### config.mk
export PLATFORM = sky130hd
export DESIGN_NAME = pdmmic_top
export DESIGN_NICKNAME = d
export VERILOG_FILES = /design/src/rtl/pdmmic_pkg.sv /design/src/rtl/pdmmic_chan.sv /design/src/rtl/pdmmic_top.sv
export SDC_FILE = /design/constraint.sdc
export NUM_CORES = 2
export LEC_CHECK = 0
export ABC_AREA = 0
export BUFFER_PORTS_ARGS = -buffer_cell sky130_fd_sc_hd__buf_2
export CAP_MARGIN = 20
export CELL_PAD_IN_SITES_DETAIL_PLACEMENT = 0
export CELL_PAD_IN_SITES_GLOBAL_PLACEMENT = 1
export CORE_MARGIN = 1.5
export CORE_UTILIZATION = 48
export DETAILED_ROUTE_END_ITERATION = 8
export PLACE_DENSITY = 0.92
export SYNTH_ARGS = -nofsm -noshare
export SYNTH_HDL_FRONTEND = slang
export SYNTH_SLANG_ARGS = --single-unit
### constraint.sdc
create_clock -name mclk_in -period 12.5 [get_ports mclk_in]
set_input_delay 2.5 -clock mclk_in [delete_from_list [all_inputs] [get_ports mclk_in]]
set_output_delay 2.5 -clock mclk_in [all_outputs]
set_load 0.01 [all_outputs]
### src/rtl/pdmmic_pkg.sv
package pdmmic_pkg;
   // ************************************************************
   // register offsets (byte addresses)
   // ************************************************************
   localparam logic [11:0] OFF_TASK_START  = 12'h000;
   localparam logic [11:0] OFF_TASK_STOP   = 12'h004;
   localparam logic [11:0] OFF_EV_STARTED  = 12'h100;
   localparam logic [11:0] OFF_EV_STOPPED  = 12'h104;
   localparam logic [11:0] OFF_EV_END      = 12'h108;
   localparam logic [11:0] OFF_CLKCTRL     = 12'h504;
   localparam logic [11:0] OFF_MODE        = 12'h508;
   localparam logic [11:0] OFF_GAIN_L      = 12'h518;
   localparam logic [11:0] OFF_GAIN_R      = 12'h51C;
   localparam logic [11:0] OFF_RATIO       = 12'h520;
   localparam logic [11:0] OFF_PTR         = 12'h560;
   localparam logic [11:0] OFF_LEN         = 12'h564;
   localparam logic [11:0] OFF_STATUS      = 12'h600;
   // ************************************************************
   // fields and reset values
   // ************************************************************
   localparam int          MODE_MONO_BIT   = 0;
   localparam int          MODE_EDGE_BIT   = 1;
   localparam logic [7:0]  GAIN_DEFAULT    = 8'h28;
   localparam logic [7:0]  GAIN_LOWEST     = 8'h00;
   localparam logic [7:0]  GAIN_HIGHEST    = 8'h50;
   localparam logic [7:0]  CLKDIV_DEFAULT  = 8'h05;
   localparam int          GAIN_FRAC       = 5;
   localparam logic [6:0]  RATIO_64        = 7'h40;
   localparam logic [6:0]  RATIO_80        = 7'h50;
   localparam int          CIC_W           = 24;
   localparam int          SHIFT_64        = 2;
   localparam int          SHIFT_80        = 3;
   typedef enum logic [1:0] {
      ST_IDLE     = 2'b00,
      ST_RUN      = 2'b01,
      ST_STOPPING = 2'b10
   } pdmmic_state_t;
endpackage

### src/rtl/pdmmic_chan.sv
`timescale 1ns/1ps
// per-channel decimator: boxcar count over ratio bits, then gain
module pdmmic_chan (
   input  wire logic        mclk_in,
   input  wire logic        rst_n_in,
   input  wire logic        clr_in,
   input  wire logic        bit_vld_in,
   input  wire logic        bit_in,
   input  wire logic        ratio80_in,
   input  wire logic [7:0]  gain_in,
   output logic             smp_vld_out,
   output logic [15:0]      smp_out
);
   logic [6:0]  cnt_reg,  cnt_next;
   logic [6:0]  ones_reg, ones_next;
   logic [15:0] smp_reg,  smp_next;
   logic        vld_reg,  vld_next;
   logic [6:0]  last;
   logic signed [9:0]  centred;
   logic signed [15:0] pcm;
   logic signed [24:0] scaled;
   logic signed [8:0]  gmul;

   always_comb begin
      last      = ratio80_in ? (pdmmic_pkg::RATIO_80 - 7'h01) : (pdmmic_pkg::RATIO_64 - 7'h01);
      cnt_next  = cnt_reg;
      ones_next = ones_reg;
      smp_next  = smp_reg;
      vld_next  = 1'b0;
      // centre the count and scale toward full 16-bit range
      centred   = 10'(2 * {3'b000, ones_reg + {6'h00, bit_in}}) - 10'(last + 7'h01);
      pcm       = ratio80_in ? 16'(centred * 16'sd409) : 16'(centred * 16'sd511);
      gmul      = $signed({1'b0, gain_in});
      scaled    = 25'(pcm * gmul) >>> pdmmic_pkg::GAIN_FRAC;
      if (bit_vld_in) begin
         if (cnt_reg == last) begin
            cnt_next  = 7'h00;
            ones_next = 7'h00;
            vld_next  = 1'b1;
            // saturate after gain
            if (scaled > 25'sd32767)        smp_next = 16'h7FFF;
            else if (scaled < -25'sd32768)  smp_next = 16'h8000;
            else                            smp_next = scaled[15:0];
         end else begin
            cnt_next  = cnt_reg + 7'h01;
            ones_next = ones_reg + {6'h00, bit_in};
         end
      end
      if (clr_in) begin
         cnt_next  = 7'h00;
         ones_next = 7'h00;
         vld_next  = 1'b0;
      end
   end

   always_ff @(posedge mclk_in) begin
      if (!rst_n_in) begin
         cnt_reg  <= 7'h00;
         ones_reg <= 7'h00;
         smp_reg  <= 16'h0000;
         vld_reg  <= 1'b0;
      end else begin
         cnt_reg  <= cnt_next;
         ones_reg <= ones_next;
         smp_reg  <= smp_next;
         vld_reg  <= vld_next;
      end
   end

   assign smp_vld_out = vld_reg;
   assign smp_out     = smp_reg;
endmodule

### src/rtl/pdmmic_top.sv
// Function
// - device drives the microphone bit clock, takes one or two data channels
// - two microphones share one data line, one clock phase each
// - default: left captured on falling edge, right on rising edge
// - edge swap: left on rising edge, right on falling edge
// - each channel decimated into 16-bit signed PCM
// - decimation ratio selectable 64 or 80
// - nominal output 16 kHz, 16-bit samples
// - bit clock frequency set by frequency field of clock control
// - stereo stores left/right alternately; mono stores left only
// - samples written to RAM by own DMA master
// - start task begins acquisition; stop task requests end
// - stop acts after current frame; then stopped event raised
// - per-channel gain stage, -20 dB to +20 dB around default; code multiplies linearly by gain/32, so 0x00 mutes and 0x50 gives 2.5x
// - separate left/right gain registers, 0.5 dB steps; code uses linear steps of 1/32
// - 32-bit word holds two samples, earlier/left in low half
// - buffer length counts 16-bit samples
// - buffer full raises end, continues with next pointer, raises started
//
// Local design decisions: the address map and the APB register port.
`timescale 1ns/1ps
module pdmmic_top (
   input  wire logic        mclk_in,
   input  wire logic        rst_n_in,
   // apb slave
   input  wire logic        psel_in,
   input  wire logic        penable_in,
   input  wire logic        pwrite_in,
   input  wire logic [11:0] paddr_in,
   input  wire logic [31:0] pwdata_in,
   output logic [31:0]      prdata_out,
   output logic             pready_out,
   output logic             pslverr_out,
   // microphones
   output logic             microphone_bit_clock_out,
   input  wire logic        pdm_data_in,
   // dma write master
   output logic             dma_req_out,
   output logic [31:0]      dma_addr_out,
   output logic [31:0]      dma_data_out,
   input  wire logic        dma_ack_in
);
   // ************************************************************
   // registers
   // ************************************************************
   pdmmic_pkg::pdmmic_state_t st_reg, st_next;
   logic [7:0]  clkdiv_reg, clkdiv_next;
   logic        mono_reg, mono_next;
   logic        edge_reg, edge_next;
   logic        ratio_reg, ratio_next;
   logic [7:0]  gain_l_reg, gain_l_next;
   logic [7:0]  gain_r_reg, gain_r_next;
   logic [31:0] ptr_reg, ptr_next;
   logic [14:0] len_reg, len_next;
   logic        ev_started_reg, ev_started_next;
   logic        ev_stopped_reg, ev_stopped_next;
   logic        ev_end_reg, ev_end_next;
   logic [31:0] prdata_reg, prdata_next;
   logic [31:0] base_reg, base_next;
   logic [14:0] cnt_reg, cnt_next;
   logic [31:0] word_reg, word_next;
   logic        half_reg, half_next;
   logic [15:0] hold_r_reg, hold_r_next;
   logic        req_reg, req_next;
   logic [31:0] addr_reg, addr_next;
   logic [31:0] data_reg, data_next;
   logic [7:0]  div_reg, div_next;
   logic        bclk_reg, bclk_next;
   logic        din_s1_reg, din_s2_reg;
   logic        wr_en, rd_en, start_t, stop_t, stop_pend_reg, stop_pend_next;
   logic        rise_bit, fall_bit, left_vld, right_vld, left_bit, right_bit;
   logic        vld_l, vld_r, clr_ch;
   logic [15:0] smp_l, smp_r;
   logic        mapped;

   // ************************************************************
   // apb decode
   // ************************************************************
   assign wr_en       = psel_in & penable_in & pwrite_in;
   assign rd_en       = psel_in & ~penable_in & ~pwrite_in;
   assign pready_out  = 1'b1;
   assign prdata_out  = prdata_reg;
   assign start_t     = wr_en && paddr_in == pdmmic_pkg::OFF_TASK_START && pwdata_in[0];
   assign stop_t      = wr_en && paddr_in == pdmmic_pkg::OFF_TASK_STOP && pwdata_in[0];

   always_comb begin
      mapped = 1'b1;
      case (paddr_in)
         pdmmic_pkg::OFF_TASK_START: prdata_next = 32'h0000_0000;
         pdmmic_pkg::OFF_TASK_STOP:  prdata_next = 32'h0000_0000;
         pdmmic_pkg::OFF_EV_STARTED: prdata_next = {31'h0, ev_started_reg};
         pdmmic_pkg::OFF_EV_STOPPED: prdata_next = {31'h0, ev_stopped_reg};
         pdmmic_pkg::OFF_EV_END:     prdata_next = {31'h0, ev_end_reg};
         pdmmic_pkg::OFF_CLKCTRL:    prdata_next = {24'h0, clkdiv_reg};
         pdmmic_pkg::OFF_MODE:       prdata_next = {30'h0, edge_reg, mono_reg};
         pdmmic_pkg::OFF_GAIN_L:     prdata_next = {24'h0, gain_l_reg};
         pdmmic_pkg::OFF_GAIN_R:     prdata_next = {24'h0, gain_r_reg};
         pdmmic_pkg::OFF_RATIO:      prdata_next = {31'h0, ratio_reg};
         pdmmic_pkg::OFF_PTR:        prdata_next = ptr_reg;
         pdmmic_pkg::OFF_LEN:        prdata_next = {17'h0, len_reg};
         pdmmic_pkg::OFF_STATUS:     prdata_next = {15'h0, cnt_reg, st_reg};
         default: begin
            prdata_next = 32'h0000_0000;
            mapped      = 1'b0;
         end
      endcase
      if (!rd_en) prdata_next = prdata_reg;
   end
   assign pslverr_out = psel_in & penable_in & ~mapped;

   // ************************************************************
   // bit clock and data sampling
   // ************************************************************
   always_comb begin
      div_next  = div_reg;
      bclk_next = bclk_reg;
      // idle: finish a high phase so the mics never see a runt pulse
      if (st_reg == pdmmic_pkg::ST_IDLE && !bclk_reg) begin
         div_next  = 8'h00;
         bclk_next = 1'b0;
      end else if (div_reg >= clkdiv_reg) begin
         div_next  = 8'h00;
         bclk_next = ~bclk_reg;
      end else begin
         div_next  = div_reg + 8'h01;
      end
   end
   assign microphone_bit_clock_out = bclk_reg;

   // sample just before each toggle: data has had a half period less the two synchroniser clocks to settle
   assign rise_bit  = (st_reg != pdmmic_pkg::ST_IDLE) && div_reg >= clkdiv_reg && !bclk_reg;
   assign fall_bit  = (st_reg != pdmmic_pkg::ST_IDLE) && div_reg >= clkdiv_reg && bclk_reg;
   assign left_vld  = edge_reg ? rise_bit : fall_bit;
   assign right_vld = edge_reg ? fall_bit : rise_bit;
   assign left_bit  = din_s2_reg;
   assign right_bit = din_s2_reg;
   assign clr_ch    = st_reg == pdmmic_pkg::ST_IDLE;

   pdmmic_chan u_left (
      .mclk_in     (mclk_in),
      .rst_n_in    (rst_n_in),
      .clr_in      (clr_ch),
      .bit_vld_in  (left_vld),
      .bit_in      (left_bit),
      .ratio80_in  (ratio_reg),
      .gain_in     (gain_l_reg),
      .smp_vld_out (vld_l),
      .smp_out     (smp_l)
   );
   pdmmic_chan u_right (
      .mclk_in     (mclk_in),
      .rst_n_in    (rst_n_in),
      .clr_in      (clr_ch),
      .bit_vld_in  (right_vld),
      .bit_in      (right_bit),
      .ratio80_in  (ratio_reg),
      .gain_in     (gain_r_reg),
      .smp_vld_out (vld_r),
      .smp_out     (smp_r)
   );

   // ************************************************************
   // control, packing and dma
   // ************************************************************
   always_comb begin
      st_next         = st_reg;
      clkdiv_next     = clkdiv_reg;
      mono_next       = mono_reg;
      edge_next       = edge_reg;
      ratio_next      = ratio_reg;
      gain_l_next     = gain_l_reg;
      gain_r_next     = gain_r_reg;
      ptr_next        = ptr_reg;
      len_next        = len_reg;
      ev_started_next = ev_started_reg;
      ev_stopped_next = ev_stopped_reg;
      ev_end_next     = ev_end_reg;
      base_next       = base_reg;
      cnt_next        = cnt_reg;
      word_next       = word_reg;
      half_next       = half_reg;
      hold_r_next     = hold_r_reg;
      req_next        = req_reg;
      addr_next       = addr_reg;
      data_next       = data_reg;
      stop_pend_next  = stop_pend_reg | stop_t;
      // software clears, hardware sets afterwards so a set wins
      if (wr_en) begin
         case (paddr_in)
            pdmmic_pkg::OFF_EV_STARTED: ev_started_next = pwdata_in[0];
            pdmmic_pkg::OFF_EV_STOPPED: ev_stopped_next = pwdata_in[0];
            pdmmic_pkg::OFF_EV_END:     ev_end_next     = pwdata_in[0];
            pdmmic_pkg::OFF_CLKCTRL:    clkdiv_next     = pwdata_in[7:0];
            pdmmic_pkg::OFF_MODE: begin
               mono_next = pwdata_in[pdmmic_pkg::MODE_MONO_BIT];
               edge_next = pwdata_in[pdmmic_pkg::MODE_EDGE_BIT];
            end
            pdmmic_pkg::OFF_GAIN_L:     gain_l_next     = pwdata_in[7:0];
            pdmmic_pkg::OFF_GAIN_R:     gain_r_next     = pwdata_in[7:0];
            pdmmic_pkg::OFF_RATIO:      ratio_next      = pwdata_in[0];
            pdmmic_pkg::OFF_PTR:        ptr_next        = pwdata_in;
            pdmmic_pkg::OFF_LEN:        len_next        = pwdata_in[14:0];
            default: ;
         endcase
      end
      if (req_reg && dma_ack_in) req_next = 1'b0;
      case (st_reg)
         pdmmic_pkg::ST_IDLE: begin
            stop_pend_next = 1'b0;
            if (start_t) begin
               st_next         = pdmmic_pkg::ST_RUN;
               base_next       = ptr_reg;
               cnt_next        = 15'h0000;
               half_next       = 1'b0;
               ev_started_next = 1'b1;
            end
         end
         pdmmic_pkg::ST_RUN, pdmmic_pkg::ST_STOPPING: begin
            if (stop_pend_reg) st_next = pdmmic_pkg::ST_STOPPING;
            // right sample parked until its left partner is stored
            if (vld_r && !mono_reg) begin
               hold_r_next = smp_r;
            end
            if (vld_l && !req_reg) begin
               if (!mono_reg) begin
                  data_next   = {(vld_r ? smp_r : hold_r_reg), smp_l};
                  req_next    = 1'b1;
                  addr_next   = base_reg + {16'h0, cnt_reg, 1'b0};
                  cnt_next    = cnt_reg + 15'h0002;
               end else if (!half_reg) begin
                  word_next = {16'h0000, smp_l};
                  half_next = 1'b1;
               end else begin
                  data_next = {smp_l, word_reg[15:0]};
                  half_next = 1'b0;
                  req_next  = 1'b1;
                  addr_next = base_reg + {16'h0, cnt_reg, 1'b0};
                  cnt_next  = cnt_reg + 15'h0002;
               end
            end
            // frame boundary: one full buffer written and acknowledged
            if (!req_next && cnt_reg != 15'h0000 && cnt_reg >= len_reg) begin
               ev_end_next = 1'b1;
               cnt_next    = 15'h0000;
               if (st_reg == pdmmic_pkg::ST_STOPPING || stop_pend_reg) begin
                  st_next         = pdmmic_pkg::ST_IDLE;
                  ev_stopped_next = 1'b1;
               end else begin
                  base_next       = ptr_reg;
                  ev_started_next = 1'b1;
               end
            end
         end
         default: st_next = pdmmic_pkg::ST_IDLE;
      endcase
   end
   assign dma_req_out  = req_reg;
   assign dma_addr_out = addr_reg;
   assign dma_data_out = data_reg;

   always_ff @(posedge mclk_in) begin
      // pin synchroniser
      din_s1_reg <= pdm_data_in;
      din_s2_reg <= din_s1_reg;
      if (!rst_n_in) begin
         st_reg         <= pdmmic_pkg::ST_IDLE;
         clkdiv_reg     <= pdmmic_pkg::CLKDIV_DEFAULT;
         mono_reg       <= 1'b0;
         edge_reg       <= 1'b0;
         ratio_reg      <= 1'b0;
         gain_l_reg     <= pdmmic_pkg::GAIN_DEFAULT;
         gain_r_reg     <= pdmmic_pkg::GAIN_DEFAULT;
         ptr_reg        <= 32'h0000_0000;
         len_reg        <= 15'h0000;
         ev_started_reg <= 1'b0;
         ev_stopped_reg <= 1'b0;
         ev_end_reg     <= 1'b0;
         prdata_reg     <= 32'h0000_0000;
         base_reg       <= 32'h0000_0000;
         cnt_reg        <= 15'h0000;
         word_reg       <= 32'h0000_0000;
         half_reg       <= 1'b0;
         hold_r_reg     <= 16'h0000;
         req_reg        <= 1'b0;
         addr_reg       <= 32'h0000_0000;
         data_reg       <= 32'h0000_0000;
         div_reg        <= 8'h00;
         bclk_reg       <= 1'b0;
         stop_pend_reg  <= 1'b0;
      end else begin
         st_reg         <= st_next;
         clkdiv_reg     <= clkdiv_next;
         mono_reg       <= mono_next;
         edge_reg       <= edge_next;
         ratio_reg      <= ratio_next;
         gain_l_reg     <= gain_l_next;
         gain_r_reg     <= gain_r_next;
         ptr_reg        <= ptr_next;
         len_reg        <= len_next;
         ev_started_reg <= ev_started_next;
         ev_stopped_reg <= ev_stopped_next;
         ev_end_reg     <= ev_end_next;
         prdata_reg     <= prdata_next;
         base_reg       <= base_next;
         cnt_reg        <= cnt_next;
         word_reg       <= word_next;
         half_reg       <= half_next;
         hold_r_reg     <= hold_r_next;
         req_reg        <= req_next;
         addr_reg       <= addr_next;
         data_reg       <= data_next;
         div_reg        <= div_next;
         bclk_reg       <= bclk_next;
         stop_pend_reg  <= stop_pend_next;
      end
   end
endmodule

# --- Yosys cells after proc, flatten, opt, wreduce, memory -nomap -nowiden ---
# Index checks and enable logic that the tools add are counted.
totals:
  reg_bits: 330
  in_bits: 51
  out_inout_bits: 100
classes:
  n_addsub: 10
  n_mul: 6
  n_lt_le_gt_ge: 6
  eq_ne: 24
  mux: 63
  n_bitwise: 14
  n_reduce_logical: 45
op_table:
  columns: ["op", "n"]
  rows:
  - ["32-bit case mux with 11 select lines", 1]
  - ["32-bit 2-to-1 mux", 7]
  - ["16-bit 2-to-1 mux", 7]
  - ["12-bit by 11-bit == test with 1-bit output (second input constant)", 8]
  - ["15-bit 2-to-1 mux", 5]
  - ["32-bit case mux with 2 select lines", 1]
  - ["16-bit by 9-bit multiplier with 25-bit output", 2]
  - ["20-bit by 16-bit greater-than comparator with 1-bit output (second input constant)", 2]
  - ["20-bit by 16-bit less-than comparator with 1-bit output (second input constant)", 2]
  - ["12-bit by 9-bit == test with 1-bit output (second input constant)", 3]
  - ["7-bit 2-to-1 mux", 5]
  - ["32-bit by 16-bit adder with 32-bit output", 1]
  - ["10-bit by 10-bit multiplier with 16-bit output (second input constant)", 2]
  - ["9-bit by 10-bit multiplier with 16-bit output (second input constant)", 2]
  - ["15-bit case mux with 2 select lines", 1]
  - ["1-bit 2-to-1 mux", 29]
  - ["2-bit AND reduction", 10]
  - ["8-bit by 8-bit subtractor with 9-bit output", 2]
  - ["4-bit AND reduction", 4]
  - ["15-bit by 2-bit adder with 15-bit output (second input constant)", 1]
  - ["15-bit >= comparator", 1]
  - ["15-bit nonzero test", 1]
  - ["7-bit by 1-bit adder with 7-bit output", 2]
  - ["7-bit by 1-bit adder with 7-bit output (second input constant)", 2]
  - ["other kinds (27)", 67]

# --- Logic depth before layout (Yosys ltp) ---
logic_depth:
  depth_word: 11
  mapped_depth: 48

# --- Cells and area by module ---
# From an unflattened synthesis, not the netlist that was laid out.
unflattened:
  hier_cells: 3434
  hier_area_um2: 29251.8
by_module_without_submodules:
  columns: ["mod", "instances", "cells_each", "area_each_um2", "seq_area_each_um2"]
  rows:
  - ["pdmmic_top", 1, 1486, 12545.8, 5345.1]
  - ["pdmmic_chan (u_right)", 1, 978, 8431.8, 620.6]
  - ["pdmmic_chan (u_left)", 1, 970, 8274.2, 620.6]

# --- Worst setup path after synthesis ---
# No wires, ideal clock.
synth_path:
  kind: "register to register"
  start: "reg din_s2_reg"
  end: "reg u_right.smp_reg[11], in the netlist u_right.smp_out[11]"
  setup_ps: 66
  arrival_time_ps: 10452
  required_time_ps: 12434
  path_slack_ps: 1981
  path_stages_with_launch: 40
  n_path_buf: 2
  cell_sequence: "dfxtp_1 -> ha_1 -> ha_1 -> nand3_1 -> xor2_1 -> xnor2_1 -> inv_1 -> fa_1 -> fa_1 -> fa_1 -> inv_1 -> fa_1 -> fa_1 -> ha_1 -> a21oi_1 -> o21bai_1 -> a21oi_1 -> o21ai_0 -> (+4 left out) -> nand3_1 -> fa_1 -> inv_1 -> fa_1 -> fa_1 -> inv_1 -> fa_1 -> inv_1 -> ha_1 -> a2111oi_2 -> inv_1 -> a311oi_2 -> o41a_1 -> o2111ai_1 -> o41ai_4 -> buf_6 -> nand2_2 -> a21oi_2"
synth_via:
  elab_chain_cells: 8
  word_cells_on_any_way: 10
  classes_between: "2 x add/sub; 3 x mul; 2 x order compare; 3 x mux"
synth_lines:
  columns: ["element", "line", "source"]
  rows:
  - ["start: declaration", "pdmmic_top.sv:69", "logic din_s1_reg, din_s2_reg;"]
  - ["start signal: assignment", "pdmmic_top.sv:264", "din_s2_reg <= din_s1_reg;"]
  - ["7-bit by 1-bit adder with 7-bit output (*)", "pdmmic_chan.sv:31", "centred = 10'(2 * {3'b000, ones_reg + {6'h00, bit_in}}) - 10'(last + 7'h01);"]
  - ["8-bit by 8-bit subtractor with 9-bit output (*)", "pdmmic_chan.sv:31", null]
  - ["9-bit by 10-bit multiplier with 16-bit output", "pdmmic_chan.sv:32", "pcm = ratio80_in ? 16'(centred * 16'sd409) : 16'(centred * 16'sd511);"]
  - ["16-bit 2-to-1 mux (*)", "pdmmic_chan.sv:32", null]
  - ["16-bit by 9-bit multiplier with 25-bit output (*)", "pdmmic_chan.sv:34", "scaled = 25'(pcm * gmul) >>> pdmmic_pkg::GAIN_FRAC;"]
  - ["20-bit by 16-bit less-than comparator with 1-bit output", "pdmmic_chan.sv:42", "else if (scaled < -25'sd32768) smp_next = 16'h8000;"]
  - ["16-bit 2-to-1 mux", "pdmmic_chan.sv:42", null]
  - ["16-bit 2-to-1 mux (*)", "pdmmic_chan.sv:41", "if (scaled > 25'sd32767) smp_next = 16'h7FFF;"]
  - ["end signal: assignment", "pdmmic_chan.sv:65", "smp_reg <= smp_next;"]
  - ["end: declaration", "pdmmic_chan.sv:16", "logic [15:0] smp_reg, smp_next;"]
# Every way passes the cells marked *; elsewhere a longest branch is shown, timed or not.
# A chain may end at the register's enable or synchronous reset.

# --- Worst setup path in the final report ---
layout_path:
  start: "reg din_s2_reg"
  end: "reg u_left.smp_reg[7], in the netlist u_left.smp_out[7]"
layout_via:
  elab_chain_cells: 8
  word_cells_on_any_way: 10
  classes_between: "2 x add/sub; 3 x mul; 2 x order compare; 3 x mux"
layout_lines:
  columns: ["element", "line"]
  rows:
  - ["7-bit by 1-bit adder with 7-bit output (*)", "pdmmic_chan.sv:31"]
  - ["8-bit by 8-bit subtractor with 9-bit output (*)", "pdmmic_chan.sv:31"]
  - ["10-bit by 10-bit multiplier with 16-bit output", "pdmmic_chan.sv:32"]
  - ["16-bit 2-to-1 mux (*)", "pdmmic_chan.sv:32"]
  - ["16-bit by 9-bit multiplier with 25-bit output (*)", "pdmmic_chan.sv:34"]
  - ["20-bit by 16-bit less-than comparator with 1-bit output", "pdmmic_chan.sv:42"]
  - ["16-bit 2-to-1 mux", "pdmmic_chan.sv:42"]
  - ["16-bit 2-to-1 mux (*)", "pdmmic_chan.sv:41"]
  - ["end signal: assignment", "pdmmic_chan.sv:65"]
  - ["end: declaration", "pdmmic_chan.sv:16"]
# Marks and branches as above.

==> results.yml <==
status:
  status: "finished, final reports clean"
timing:
  fin_ws_ps: 1050
  timing.slew.headroom_pct: 30.1
  fin_crit_ps: 11450
  setup_viol: 0
  min_period_over_period_pct: 91.6
  hold_viol: 0
  fmax_ghz: 0.0873
  worst_slew_pin_slew_ps: 1050
  finalMaxSlewViolations: 0
  tns_ps: 0
  finClkSkew_ps: 17.4
  rsz0062_at_grt: "false"
setup_path:
  worstPathArrival_ps: 11840
  end_kind: "flip-flop"
  worstPathMaxFanout: 15
  setup.worst_path.start_class: "flip-flop"
  crit_top_cell: "fa_1"
  r2r_start: "din_s2_reg$_DFF_P_"
  regToRegEndpoint: "u_left.smp_out[7]$_SDFFE_PN0P_"
  crit_required_ps: 12890
  max_stage_delay_ps: 670
  r2r_slack_ps: 1050
  cpMaxStageDelayCell: "fa_1"
  reg2reg_depth: 41
  crit_type: "flip-flop to flip-flop"
min_path:
  min_from: "din_s1_reg$_DFF_P_"
  whs_endpoint: "din_s2_reg$_DFF_P_"
  hold_depth: 0
  hold_path.class: "flip-flop to flip-flop"
clock_tree:
  hold_buffers: 0
  cts_resized: 0
  cts_root_buf: "clkbuf_16"
  clk-insertion-delay-late_ps: 530
  post_cts_buffers: 0
  clk_path_buf_depth: 3
  cts_tree: "done"
  clk_pin_slew_ps: 60
  cts_made_buffers: 35
  cts.sinks: 329
  htree_levels: 2
power_and_ir_drop:
  power_density_nw_per_um2: 87.5
  seqPwrFrac_pct: 38.7
  p_int_mw: 1.88
  vdd_drop_max_v: 0.0000899
  combPwrFrac_pct: 24.7
  pwr-share-clk_pct: 36.6
  p_sw_share_pct: 30.8
  power.switching_uw: 837
  power_leakage_nw: 13.9
layout:
  insertedDiodeCount: 0
  fillers: 5538
  layout-drive-gt1-share_pct: 8.96
  area_delta_synth_final_pct: 8.45
  final_common_cell: "nand2_1"
  utilization_pct: 52.7
  finalNetCount: 4035
  mostFrequentLayoutCells: "437 x nand2_1, 427 x inv_1, 328 x dfxtp_1, 303 x ha_1"
logic_synthesis:
  synth_seq_area_share_pct: 23.0
  synth_edf_count: 0
  ys_ff_latch: 329
  synth_nets: 3976
  synthCells: 3378
  synth_ff_type: "dfxtp_1"
  avgSynthCellArea_um2: 8.49
  synth_cell_types: 94
  syn_area_um2: 28700
  yosysWarningCount: 0
  async_reset_ff_share_pct: 0
floorplanning:
  die_w_um: 247
  start_util_pct: 48.6
  fp.dieH_um: 247
  dieArea_um2: 61200
  placementRows: 89
  io_pins: 151
  design.core.area_um2: 59000
placement:
  gp_congestion: 0.886
  dp_slack_ps: 1080
  dpl.hpwl_um: 54400
  port_buffers: 149
global_route:
  grt_pass1_vias: 21900
  overflow: 0
  grtUsageTotal_pct: 23.1
  grt_first_pass_wirelength_um: 115000
  grt_max_degree: 97
  antenna_found_initial: 0
route:
  drt_wl_total_um: 69900
  firstDrtPassIters: 5
  viasPerCell: 5.42
  vias: 22900
  drtIter0Drc: 1479
  drc: 0
  ant_nets: 0
  avgRoutedWirePerCell_um: 16.5
flow_run:
  cap_violations: 0
through the flow:
step / hold slack, ps / total power [mW] / cells / cell area [um^2]
3_5_place_dp: 324 / 1.74 / 4172 / 30000
4_1_cts: 337 / 2.74 / 4231 / 31100
5_1_grt: 353 / 2.87 / 4232 / 31100
3_3_place_gp: 326 / 1.74 / 4172 / 30000
2_1_floorplan: 310 / 1.61 / 3378 / 28700
6_report: 334 / 2.72 / 4232 / 31100
routing by layer:
metal	global-route usage, %	vias up	share of wire, %
li1	-	11300	-
met1	34.4	11000	49
met2	36.0	563	44
met3	2.68	66	5.2
met4	4.60	0	1.7
met5	0	-	0
power by group through the flow:
stage	Clock, mW	Combinational (mW)	Sequential (mW)
after floorplan	0	0.533	1.08
after global placement	0	0.661	1.08
after detailed placement	0	0.668	1.08
after CTS	1.01	0.674	1.05
after global routing	1.05	0.769	1.05
final	0.998	0.672	1.05
worst max-delay path by stage:
stage | start | to | slack, ps | depth (start not counted)
after floorplan | din_s2_reg$_DFF_P_ | u_right.smp_out[11]$_SDFFE_PN0P_ | 1980 | 39
final | din_s2_reg$_DFF_P_ | u_left.smp_out[7]$_SDFFE_PN0P_ | 1050 | 41
after global placement | din_s2_reg$_DFF_P_ | u_left.smp_out[1]$_SDFFE_PN0P_ | 1340 | 42
after global routing | din_s2_reg$_DFF_P_ | u_left.smp_out[7]$_SDFFE_PN0P_ | 230 | 42
after CTS | din_s2_reg$_DFF_P_ | u_right.smp_out[1]$_SDFFE_PN0P_ | 1100 | 42
after detailed placement | din_s2_reg$_DFF_P_ | u_left.smp_out[0]$_SDFFE_PN0P_ | 1080 | 41
cell families (layout without fill, tap and decap cells):
kind of cell / Yosys count / in the layout / share of synthesized area [%]
and+or+nand+nor: 1003 / 1003 / 16.2
AOI/OAI and AO/OA: 647 / 647 / 13.9
buffers and inverters: 587 / 668 / 7.89
adders and majority gates: 547 / 547 / 30.3
DFF: 329 / 329 / 23.0
xor gates and xnor gates: 155 / 155 / 4.91
muxes: 109 / 109 / 3.84
other: 1 / 1 / 0.0131
cell usage after synthesis (all sizes together) (23+ instances only):
library cell  count  area [um^2]
a211oi           29          223
a21o             43          324
a21oi           258         1340
and2            108          676
and3             23          144
buf              26          150
clkbuf          130          488
dfxtp           329         6590
fa              244         4880
ha              303         3790
inv             429         1610
mux2i           102         1020
nand2           447         1700
nand3           105          531
nor2            176          671
nor3             39          216
o21ai           170          858
xnor2            95          847
xor2             58          516
worst max-delay path: cells and delay by family (launching register included):
family | cells | cell delay (ps)
adders and majority gates | 14 | 5820
and+or+nand+nor | 4 | 1080
buffers and inverters | 8 | 570
AOI/OAI and AO/OA | 12 | 2960
DFF | 1 | 350
xor gates and xnor gates | 3 | 560
final cells by class:
cell class              count  area [um^2]  share of cell area [%]
multi-input cells        2462        19900                    63.9
inverters                 430         1620                    5.21
repair buffers            179          975                    3.13
clock inverters            13          105                   0.338
flip-flops and latches    329         6590                    21.2
clock buffers              46          977                    3.14
well taps                 773          967                    3.11
Power figures use the tool's default switching activity.
